$ cat config.mk
export PLATFORM = sky130hd
export DESIGN_NAME = acc_operand_unit
export DESIGN_NICKNAME = d
export VERILOG_FILES = /design/src/common/opconv_pkg.sv /design/src/acc_operand_unit.sv
export SDC_FILE = /design/constraint.sdc
export NUM_CORES = 2
export LEC_CHECK = 0
export BUFFER_PORTS_ARGS = -buffer_cell sky130_fd_sc_hd__clkbuf_2
export CAP_MARGIN = 15
export CORE_AREA = 2 2 386 235
export DETAILED_ROUTE_END_ITERATION = 12
export DIE_AREA = 0 0 388 237
export GPL_TIMING_DRIVEN = 0
export SKIP_LAST_GASP = 1
export SLEW_MARGIN = 40
export SYNTH_ARGS = -nofsm -noshare
export SYNTH_HDL_FRONTEND = slang
export SYNTH_SLANG_ARGS = --single-unit
$ cat constraint.sdc
create_clock -name CLK_IN -period 8.9 [get_ports CLK_IN]
set_input_delay 0.89 -clock CLK_IN [delete_from_list [all_inputs] [get_ports CLK_IN]]
set_output_delay 0.89 -clock CLK_IN [all_outputs]
set_load 0.03 [all_outputs]
$ cat src/common/opconv_pkg.sv
/*
 Constants for the accumulator and operand convention unit: register
 offsets, command field positions, mode codes and reset values.
 Assumes an APB slave with 32-bit data and byte addresses.
*/
`default_nettype none
package opconv_pkg;
	// Register byte offsets
	localparam logic [7:0] R_CMD = 8'h00;
	localparam logic [7:0] R_IMM = 8'h04;
	localparam logic [7:0] R_ACC = 8'h08;
	localparam logic [7:0] R_FLAGS = 8'h0c;
	localparam logic [7:0] R_BANK = 8'h18;
	localparam logic [7:0] R_SP = 8'h1c;
	localparam logic [7:0] R_MEM_IDX = 8'h20;
	localparam logic [7:0] R_MEM_DATA = 8'h24;
	localparam logic [7:0] R_EA_CFG = 8'h28;
	localparam logic [7:0] R_EA_ADDR = 8'h2c;
	localparam logic [7:0] R_VEC = 8'h30;
	localparam logic [2:0] R_GPR_PAGE = 3'h2;
	// Command field positions
	localparam int F_WIDTH = 0;
	localparam int F_LH = 2;
	localparam int F_AH = 4;
	localparam int F_RMW = 6;
	localparam int F_ADD = 7;
	localparam int F_FLAGOPS = 8;
	localparam int F_SRC = 22;
	localparam int F_REG = 24;
	localparam int F_IMMF = 27;
	// Flag bit positions
	localparam int FL_I = 6;
	localparam int FL_S = 5;
	localparam int FL_T = 4;
	localparam int FL_N = 3;
	localparam int FL_Z = 2;
	localparam int FL_V = 1;
	localparam int FL_C = 0;
	// Operand widths
	localparam logic [1:0] W_BYTE = 2'h0;
	localparam logic [1:0] W_WORD = 2'h1;
	// Lower half high byte treatment
	localparam logic [1:0] LH_KEEP = 2'h0;
	localparam logic [1:0] LH_ZERO = 2'h1;
	localparam logic [1:0] LH_SIGN = 2'h2;
	// Upper half treatment
	localparam logic [1:0] AH_KEEP = 2'h0;
	localparam logic [1:0] AH_COPY = 2'h1;
	localparam logic [1:0] AH_ZERO = 2'h2;
	localparam logic [1:0] AH_SIGN = 2'h3;
	// Flag treatment
	localparam logic [1:0] FOP_KEEP = 2'h0;
	localparam logic [1:0] FOP_UPD = 2'h1;
	localparam logic [1:0] FOP_SET = 2'h2;
	localparam logic [1:0] FOP_CLR = 2'h3;
	// Operand sources
	localparam logic [1:0] SRC_IMM = 2'h0;
	localparam logic [1:0] SRC_WORD = 2'h1;
	localparam logic [1:0] SRC_BYTE = 2'h2;
	// Immediate forms
	localparam logic [2:0] IMM_4 = 3'h0;
	localparam logic [2:0] IMM_8 = 3'h1;
	localparam logic [2:0] IMM_16 = 3'h2;
	localparam logic [2:0] IMM_EXT8 = 3'h4;
	// Effective address modes
	localparam logic [1:0] EA_IO = 2'h0;
	localparam logic [1:0] EA_DISP8 = 2'h1;
	localparam logic [1:0] EA_DISP16 = 2'h2;
	// Bank register indices (group one codes)
	localparam logic [2:0] BK_DATA = 3'h0;
	localparam logic [2:0] BK_SYS_STACK = 3'h2;
	localparam logic [2:0] BK_USER_STACK = 3'h3;
	localparam logic [2:0] BK_PROGRAM = 3'h5;
	localparam logic [2:0] BK_CUR_STACK = 3'h6;
	localparam logic [2:0] BK_NONE = 3'h7;
	// Reset values
	localparam logic [31:0] ACC_RST = 32'h0000_0000;
	localparam logic [6:0] FLAGS_RST = 7'h00;
	localparam logic [7:0] BANK_RST = 8'h00;
endpackage : opconv_pkg
`default_nettype wire

$ cat src/acc_operand_unit.sv
/*
 Accumulator and operand convention unit with an APB register slave.
 Assumes APB from logic on CLK_IN, so no synchroniser; one wait state.
// Operation
// - Accumulator width per command: byte low 8, word low 16, long all 32 bits.
// - Lower half bits 15 to 8: zeroed, sign copied from bit 7, or kept.
// - Upper half: copy of lower half, zero, sign fill, or unchanged.
// - Each of seven flags kept, updated from result, set, or cleared.
// - Read-modify-write reads, processes and writes back memory in one step.
// - Short I/O addressing reaches only 000000 to 0000FF, low byte from instruction.
// - Vector number from 4-bit field 0 to 15 or 8-bit field 0 to 255.
// - Eight byte, eight word, four long registers; only first four words are pointers.
// - Immediates of 4, 8, 16, 32 bits; extended byte sign-extends to 16 bits.
// - Pointer displacement is 8 or 16 bits by encoding.
// - Active stack pointer and stack bank follow the stack select flag.
// - Bank group one includes program bank; group two excludes it.
*/
`timescale 1ns/10ps
`default_nettype none
module acc_operand_unit
	import opconv_pkg::*;
#(
	parameter int MEM_WORDS = 16
) (
	// Clock, reset, enable
	input wire logic CLK_IN,
	input wire logic RESETN_IN,
	input wire logic CE_IN,
	// APB slave
	input wire logic PSEL_IN,
	input wire logic PENABLE_IN,
	input wire logic PWRITE_IN,
	input wire logic [7:0] PADDR_IN,
	input wire logic [31:0] PWDATA_IN,
	output logic [31:0] PRDATA_OUT,
	output logic PREADY_OUT,
	output logic PSLVERR_OUT,
	// Datapath state
	output logic [31:0] ACC_OUT,
	output logic [6:0] FLAGS_OUT
);
	localparam int MIW = $clog2(MEM_WORDS);

	logic [31:0] acc;
	logic [6:0] flags;
	logic [15:0] word_gp_reg [8];
	logic [15:0] mem [MEM_WORDS];
	logic [MIW-1:0] mem_idx;
	logic [31:0] cmd, imm, ea_cfg;
	logic [7:0] bank [6];
	logic [2:0] bank_sel;
	logic [15:0] user_stack_pointer, system_stack_pointer;
	logic ack;

	// Signed add in a scaled frame so the width's top bit sits at bit 31
	function automatic logic [35:0] alu_f(input logic [1:0] w, input logic add,
		input logic [31:0] d, input logic [31:0] o);
		logic [4:0] sh;
		logic [31:0] ds, os, rs;
		logic [32:0] s;
		logic v;
		sh = (w == W_BYTE) ? 5'h18 : (w == W_WORD) ? 5'h10 : 5'h00;
		ds = d << sh;
		os = o << sh;
		s = add ? ({1'b0, ds} + {1'b0, os}) : {1'b0, os};
		rs = s[31:0];
		v = add & (ds[31] == os[31]) & (rs[31] != ds[31]);
		alu_f = {rs[31], rs == 32'h0, v, s[32] & add, rs >> sh};
	endfunction : alu_f

	// Per-flag treatment
	function automatic logic [6:0] flag_f(input logic [13:0] ops, input logic [6:0] cur,
		input logic [6:0] res);
		flag_f = cur;
		for (int i = 0; i < 7; i++) begin
			case (ops[2*i +: 2])
				FOP_UPD: flag_f[i] = res[i];
				FOP_SET: flag_f[i] = 1'b1;
				FOP_CLR: flag_f[i] = 1'b0;
				default: flag_f[i] = cur[i];
			endcase
		end
	endfunction : flag_f

	// Bank code to storage index; group two has no program bank code
	function automatic logic [2:0] bank_map(input logic grp2, input logic [2:0] code);
		if (!grp2)
			bank_map = code;
		else if (code == 3'h5)
			bank_map = BK_CUR_STACK;
		else if (code < 3'h5)
			bank_map = code;
		else
			bank_map = BK_NONE;
	endfunction : bank_map

	// APB phases: first access cycle loads data, second answers
	wire access = PSEL_IN & PENABLE_IN & CE_IN;
	wire done = access & ack;
	wire wr = done & PWRITE_IN;
	wire gpr_hit = PADDR_IN[7:5] == R_GPR_PAGE && PADDR_IN[1:0] == 2'h0;
	wire exec = wr & (PADDR_IN == R_CMD);

	// Command fields from the write data of the executing access
	wire [1:0] c_width = PWDATA_IN[F_WIDTH +: 2];
	wire [1:0] c_lh = PWDATA_IN[F_LH +: 2];
	wire [1:0] c_ah = PWDATA_IN[F_AH +: 2];
	wire c_rmw = PWDATA_IN[F_RMW];
	wire c_add = PWDATA_IN[F_ADD];
	wire [13:0] c_fops = PWDATA_IN[F_FLAGOPS +: 14];
	wire [1:0] c_src = PWDATA_IN[F_SRC +: 2];
	wire [2:0] c_reg = PWDATA_IN[F_REG +: 3];
	wire [2:0] c_immf = PWDATA_IN[F_IMMF +: 3];

	wire [31:0] imm_val = (c_immf == IMM_4) ? {28'h0, imm[3:0]} :
		(c_immf == IMM_8) ? {24'h0, imm[7:0]} :
		(c_immf == IMM_16) ? {16'h0, imm[15:0]} :
		(c_immf == IMM_EXT8) ? {16'h0, {8{imm[7]}}, imm[7:0]} : imm;
	// byte registers overlay the upper four words, longs pair words
	wire [15:0] byte_word = word_gp_reg[{1'b1, c_reg[2:1]}];
	wire [7:0] byte_gp_reg = c_reg[0] ? byte_word[15:8] : byte_word[7:0];
	wire [31:0] long_gp_reg = {word_gp_reg[{c_reg[1:0], 1'b1}], word_gp_reg[{c_reg[1:0], 1'b0}]};
	wire [31:0] opd = (c_src == SRC_IMM) ? imm_val :
		(c_src == SRC_WORD) ? {16'h0, word_gp_reg[c_reg]} :
		(c_src == SRC_BYTE) ? {24'h0, byte_gp_reg} : long_gp_reg;

	// destination is memory for read-modify-write, else the accumulator
	wire [31:0] dst = c_rmw ? {16'h0, mem[mem_idx]} : acc;
	wire [35:0] alu = alu_f(c_width, c_add, dst, opd);
	wire [31:0] res = alu[31:0];
	// Interrupt and stack select have no result value; sticky gathers carries
	wire [6:0] res_flags = {flags[FL_I], flags[FL_S], flags[FL_T] | alu[32], alu[35:32]};

	// high byte of the lower half on byte results
	wire [7:0] lh_byte = (c_lh == LH_ZERO) ? 8'h00 :
		(c_lh == LH_SIGN) ? {8{res[7]}} : acc[15:8];
	wire [15:0] acc_lower_half = (c_width == W_BYTE) ? {lh_byte, res[7:0]} : res[15:0];
	// upper half treatment, long results own the whole upper half
	wire [15:0] acc_upper_half = (c_width > W_WORD) ? res[31:16] :
		(c_ah == AH_COPY) ? acc_lower_half :
		(c_ah == AH_ZERO) ? 16'h0000 :
		(c_ah == AH_SIGN) ? {16{acc_lower_half[15]}} : acc[31:16];
	// untouched parts keep their old bits
	wire [31:0] next_acc = {acc_upper_half, acc_lower_half};
	wire [6:0] next_flags = flag_f(c_fops, flags, res_flags);
	wire [15:0] next_mem = (c_width == W_BYTE) ? {dst[15:8], res[7:0]} : res[15:0];

	// stack pointer and stack bank follow the stack select flag
	wire sys_stack = flags[FL_S];
	wire [15:0] sp_act = sys_stack ? system_stack_pointer : user_stack_pointer;
	wire [2:0] cur_stack = sys_stack ? BK_SYS_STACK : BK_USER_STACK;
	// group decode; stored index resolves the current stack bank
	wire [2:0] bk_code = bank_map(PWDATA_IN[3], PWDATA_IN[2:0]);
	wire [2:0] bk_phys_w = (bk_code == BK_CUR_STACK) ? cur_stack : bk_code;
	wire [2:0] bk_phys_r = (bank_sel == BK_CUR_STACK) ? cur_stack : bank_sel;
	wire bank_bad = PWRITE_IN && PADDR_IN == R_BANK && bk_code == BK_NONE;

	// Effective address: mode, pointer, fields
	wire [15:0] ea_a16 = ea_cfg[15:0];
	wire [7:0] ea_b8 = ea_cfg[23:16];
	wire [1:0] ea_mode = ea_cfg[25:24];
	// only the first four word registers are pointers
	wire [15:0] ptr = word_gp_reg[{1'b0, ea_cfg[27:26]}];
	// eight-bit displacement is signed, sixteen-bit one is full width
	wire [15:0] disp = (ea_mode == EA_DISP8) ? {{8{ea_b8[7]}}, ea_b8} : ea_a16;
	// I/O area is the first 256 bytes; direct joins two fields
	wire [23:0] ea_addr = (ea_mode == EA_IO) ? {16'h0000, ea_b8} :
		(ea_mode == EA_DISP16 || ea_mode == EA_DISP8) ? {bank[BK_DATA], ptr + disp} :
		{ea_b8, ea_a16};
	// short vector field keeps only four bits
	wire [7:0] vec = ea_cfg[28] ? {4'h0, ea_b8[3:0]} : ea_b8;

	// Read selection and decode
	logic [31:0] rdata;
	logic mapped;
	always_comb begin
		mapped = 1'b1;
		rdata = 32'h0;
		if (gpr_hit)
			rdata = {16'h0, word_gp_reg[PADDR_IN[4:2]]};
		else begin
			case (PADDR_IN)
				R_CMD: rdata = cmd;
				R_IMM: rdata = imm;
				R_ACC: rdata = acc;
				R_FLAGS: rdata = {25'h0, flags};
				R_BANK: rdata = {16'h0, bank[bk_phys_r], 5'h0, bank_sel};
				R_SP: rdata = {16'h0, sp_act};
				R_MEM_IDX: rdata = {{(32 - MIW){1'b0}}, mem_idx};
				R_MEM_DATA: rdata = {16'h0, mem[mem_idx]};
				R_EA_CFG: rdata = ea_cfg;
				R_EA_ADDR: rdata = {8'h0, ea_addr};
				R_VEC: rdata = {24'h0, vec};
				default: mapped = 1'b0;
			endcase
		end
	end

	// APB answer: one wait state, data and error held in flops
	always_ff @(posedge CLK_IN) begin
		if (!RESETN_IN) begin
			ack <= 1'b0;
			PRDATA_OUT <= 32'h0;
			PSLVERR_OUT <= 1'b0;
		end else if (CE_IN) begin
			ack <= access & ~ack;
			if (access & ~ack) begin
				PRDATA_OUT <= PWRITE_IN ? 32'h0 : rdata;
				PSLVERR_OUT <= ~mapped | bank_bad;
			end
		end
	end

	// Datapath and register writes
	always_ff @(posedge CLK_IN) begin
		if (!RESETN_IN) begin
			acc <= ACC_RST;
			flags <= FLAGS_RST;
			cmd <= 32'h0;
			imm <= 32'h0;
			ea_cfg <= 32'h0;
			mem_idx <= '0;
			bank_sel <= BK_DATA;
			user_stack_pointer <= 16'h0;
			system_stack_pointer <= 16'h0;
			for (int i = 0; i < 6; i++)
				bank[i] <= BANK_RST;
		end else if (exec) begin
			cmd <= PWDATA_IN;
			flags <= next_flags;
			// memory case leaves the accumulator alone
			if (!c_rmw)
				acc <= next_acc;
		end else if (wr && !PSLVERR_OUT) begin
			case (PADDR_IN)
				R_IMM: imm <= PWDATA_IN;
				R_ACC: acc <= PWDATA_IN;
				R_FLAGS: flags <= PWDATA_IN[6:0];
				R_EA_CFG: ea_cfg <= PWDATA_IN;
				R_MEM_IDX: mem_idx <= PWDATA_IN[MIW-1:0];
				R_SP: begin
					if (sys_stack)
						system_stack_pointer <= PWDATA_IN[15:0];
					else
						user_stack_pointer <= PWDATA_IN[15:0];
				end
				R_BANK: begin
					bank_sel <= bk_code;
					if (PWDATA_IN[4])
						bank[bk_phys_w] <= PWDATA_IN[15:8];
				end
				default: ;
			endcase
		end
	end

	// Register file and operand memory
	always_ff @(posedge CLK_IN) begin
		if (!RESETN_IN) begin
			for (int i = 0; i < 8; i++)
				word_gp_reg[i] <= 16'h0;
			for (int i = 0; i < MEM_WORDS; i++)
				mem[i] <= 16'h0;
		end else begin
			if (wr && gpr_hit)
				word_gp_reg[PADDR_IN[4:2]] <= PWDATA_IN[15:0];
			// one indivisible read, process and write back
			if (exec && c_rmw)
				mem[mem_idx] <= next_mem;
			else if (wr && PADDR_IN == R_MEM_DATA)
				mem[mem_idx] <= PWDATA_IN[15:0];
		end
	end

	assign PREADY_OUT = ack;
	assign ACC_OUT = acc;
	assign FLAGS_OUT = flags;
endmodule : acc_operand_unit
`default_nettype wire

======== Word level (Yosys, flattened, before mapping) ========
Memory sizes are Yosys's and may differ from the RTL's. A register that Yosys moved wholly into a read port is not among the register bits.
Cells that the tools add are included.
word-level totals
  register bits after elaboration ......... 208
  memory bits (writable) .................. 432
  input port bits ......................... 46
  output and inout bits ................... 73
  word-level logic and storage cells ...... 223
  memories ................................ 3
memory list
  memory       words  bits a word  read ports  clocked after memory_dff  wr ports  line                    RTL
  mem          16     16           1           1                         16        acc_operand_unit.sv:47  logic [15:0] mem [MEM_WORDS];
  word_gp_reg  8      16           6           1                         8         acc_operand_unit.sv:46  logic [15:0] word_gp_reg [8];
  bank         6      8            2           0                         6         acc_operand_unit.sv:50  logic [7:0] bank [6];
operators by class
  add/sub/neg operators ................... 2
  order comparisons ....................... 2
  equal/unequal tests ..................... 58
  shifts and indexed selects .............. 3
  mux-type cells .......................... 81
  bitwise logic cells ..................... 16
  reduce and logical (&&, ||, !) cells .... 39
operator list
  cell                number
  $mux 32             14
  $pmux 32 s11        1
  $mux 16             11
  $shl 32x5->32       2
  $mux 24             2
  $eq 8x6->1 const B  5
  $mux 8              5
  $eq 2x2->1 const B  19
  $reduce_and 3->1    12
  $add 32x32->33      1
  $mux 33             1
  $logic_not 32->1    1
  $reduce_or 16->1    2
  $shr 32x5->32       1
  $mux 3              9
  $mux 1              23
  $mux 7              3
  $eq 2x1->1 const B  10
  $ne 4x1->1 const B  5
  $add 16x16->16      1
  $eq 8x4->1 const B  2
  $eq 8x5->1 const B  2
  $eq 3x3->1 const B  5
  $pmux 1 s3          5
  other kinds (27)    59

======== Logic depth before layout (Yosys ltp) ========
  depth after elaboration ................. 19
  mapped depth ............................ 23
  gate-level depth less buffers ........... 17

======== Worst setup path before layout ========
Ideal clock, no wire load.
  path type ............................... flip-flop to flip-flop
  from .................................... register (tool-made name)
  to ...................................... memory mem[11][2], data pin
  setup time .............................. 0.262 ns
  arrival ................................. 6.131 ns
  required time ........................... 8.638 ns
  slack ................................... 2.507 ns
  cell stages (with the launch flop) ...... 22
  buffers on the path ..................... 5
  period minus slack after synthesis ...... 6.393 ns
  cell sequence ........................... dfxtp_1 buf_2 buf_2 clkbuf_1 buf_2 mux4_2 mux4_2 mux2i_1 nor2_1 ha_1 fa_1 a211oi_1 o21ai_1 a211oi_1 nor3_1 o211ai_1 mux2_2 a21oi_1 a211oi_1 o22ai_1 buf_2 nor2_1
RTL lines
  item              line
  end: declaration  acc_operand_unit.sv:47

==> results.toml <==
[die]
initial_core_util = 0.4264
coreArea_um2 = 88700
row_count = 85
die_y_um = 237
ios = 119
die-area_um2 = 91960
die_width_um = 388

[grt]
antenna_found_initial = 25
grt-ovfl-total = 0
grt_pass1_vias = 31987
grt_max_degree = 20
grt_pass1_wl_um = 271900
track_usage = 0.4310

[clocking]
cts_hold_buf = 0
clk_path_buf_depth = 3
cts_tree = "built"
worst_skew_pair.late_latency_ns = 0.69
h-tree-depth = 3
cts_buffers = 69
clock_sinks = 662
cts-root-buf = "clkbuf_16"
cts.clk_slew.worst_paths_ns = 0.07

[power_and_ir_drop]
power_leakage_nw = 14.75
ir_worst_vdd_v = 0.0001251
power_density_nw_per_um2 = 173.1
total_power_mw = 7.408

[timing]
setup_viol = 0
whs_ns = 0.4507
rsz0062_at_grt = "no"
hold_viol_final = 0
post-route-period-util = 0.9813
slew_viol_final = 0
period_needed_ns = 8.733
slew_headroom = 0.2916
max_freq_ghz = 0.1145
tightest_slew_ns = 1.033
finClkSkew_ns = 0.03406

[drt]
vias_per_cell = 6.999
drt-initial-drc-count = 6652
ant_nets = 0
routedWlPerCell_um = 39.46
drt-pass1-iter-count = 10
drc = 0
route.vias.total = 35813
routed_wl_um = 201900

[layout]
drive_gt1_frac = 0.1659
fin_nets = 3981
largest_reg_flops = 256
syn2layout_area_growth_pct = 13.13

[critical_path]
cp-start-kind = "flop"
max_stage_delay_ns = 0.65
path_cells = "buf_2 -> buf_2 -> clkbuf_2 -> buf_2 -> mux4_2 -> mux4_2 -> mux2i_2 -> nor2_1 -> ha_1 -> fa_1 -> a211oi_1 -> o21ai_1 -> a211oi_1 -> nor3_1 -> o211a_1 -> or3_1 -> a31oi_2 -> a211oi_1 -> o22ai_2 -> buf_2 -> nor2_1"
cp.required_ns = 9.28
crit_end = "mem[7][6]"
cp_num_buf_inv = 5
crit_type = "reg -> reg"
cp.arrival_ns = 9.11
cp_max_fo = 10
reg2reg_to = "mem[7][6]"
r2r_setup_slack_ns = 0.17
crit_family = "compound AO/OA/AOI/OAI gates"
worst-path-stages = 21
r2r_cells = 21
crit_path_frequent_cell = "buf_2"
cp_slowest_cell = "mux4_2"
end_kind = "flop"

[logic_synthesis]
ys.flop_type = "edfxtp_1"
synthCells = 3684
synth-edff-count = 448
netlist_area_um2 = 37820
synthTopCellsByArea = "edfxtp_1 (36%), mux4_2 (12%), dfxtp_1 (11%)"
synth.avg_cell_area_um2 = 10.27
ys_seq_area_frac = 0.4690
yosysWarnings = 0
ys_ff_latch = 662
synth_top_area_share = 0.3557
synth_most_common_cell = "nor2_1"
synth_commonest_cells = "nor2_1 (500), nand2_1 (478), edfxtp_1 (448)"
ys_types = 92
async_flop_share = 0
synth_top_area_cell = "edfxtp_1"

[place]
place_hpwl_um = 158400
port_buffers = 102
place.gp.congestion = 1.107

[job]
cap_viol_max_count = 0

[outcome]
outcome = "finished clean"

[min_path]
hold_class = "reg -> reg"
## per-stage QoR
stage,TNS [ns],std cells,worst slack [ns],utilization,cell area (um2)
2_1_floorplan,0,3691,2.507,-,37850
3_3_place_gp,-72.03,4967,-0.7718,0.4490,39830
3_5_place_dp,-41.48,4982,-0.5079,0.4544,40310
4_1_cts,0,5108,0.07036,0.4806,42630
5_1_grt,0,5112,0.02667,0.4822,42770
6_report,0,5117,0.1666,0.4824,42790
## power by group
part | internal, mW | leakage (nW) | switching, mW
Sequential | 3.35 | 6.31 | 0.0415
Clock | 1.72 | 1.14 | 1.40
Combinational | 0.240 | 7.30 | 0.660
Total | 5.31 | 14.8 | 2.10
## per-layer routing
metal / routed length (um) / GRT usage
met1: 86100 / 0.6504
met2: 73050 / 0.5234
met3: 36190 / 0.2211
met4: 6089 / 0.1118
met5: 507 / 0.01870
## placed cells by master, fill, tap and decap left out, drive strengths merged, types with 84 or more instances in the layout
cell    instances
a21oi         301
and2           91
buf            97
clkbuf        429
dfxtp         214
edfxtp        448
mux2i         108
mux4          205
nand2         478
nor2          501
nor3           84
o21ai         134
## repair_timing
item | CTS | global route
gates resized for setup | 3 | 7
hold endpoints to repair | 0 | 0
setup endpoints to repair | 175 | 120
buffers inserted | 0 | 1
pin swaps | 0 | 1
## area by class of cell
type | instances | area [um2]
Sequential cell | 662 | 17740
Multi-Input combinational cell | 2659 | 18900
Fill cell | 8315 | 45910
Tap cell | 1174 | 1469
Inverter | 52 | 195.2
Clock buffer | 89 | 1873
Antenna cell | 6 | 15.01
Clock inverter | 38 | 446.7
Timing Repair Buffer | 120 | 737.0
Buffer | 317 | 1410
## worst min path at each step
stage	depth (start not counted)	from	end	slack, ns
6_report	2	user_stack_pointer[8]	user_stack_pointer[8]	0.45
5_1_grt	2	user_stack_pointer[8]	user_stack_pointer[8]	0.46
4_1_cts	2	user_stack_pointer[4]	user_stack_pointer[4]	0.45
3_5_place_dp	2	user_stack_pointer[4]	user_stack_pointer[4]	0.44
3_3_place_gp	2	user_stack_pointer[8]	user_stack_pointer[8]	0.44
2_1_floorplan	2	user_stack_pointer[11]	user_stack_pointer[11]	0.43
## tightest hold or removal path, stage by stage, from the launching register on
cell	delay, ns
dfxtp_1	0.31
nand2_1	0.05
a21oi_1	0.05
## logic make-up after synthesis
family,after synthesis,share of synthesized area
AOI/OAI and AO/OA,840,0.1435
muxes,339,0.1595
adders and majority gates,54,0.01826
DFF,662,0.4690
and+or+nand+nor,1393,0.1630
xor gates and xnor gates,25,0.005789
other,1,0.00009915
buffers and inverters,370,0.04082
No activity file was read; power rests on OpenSTA's default activity.
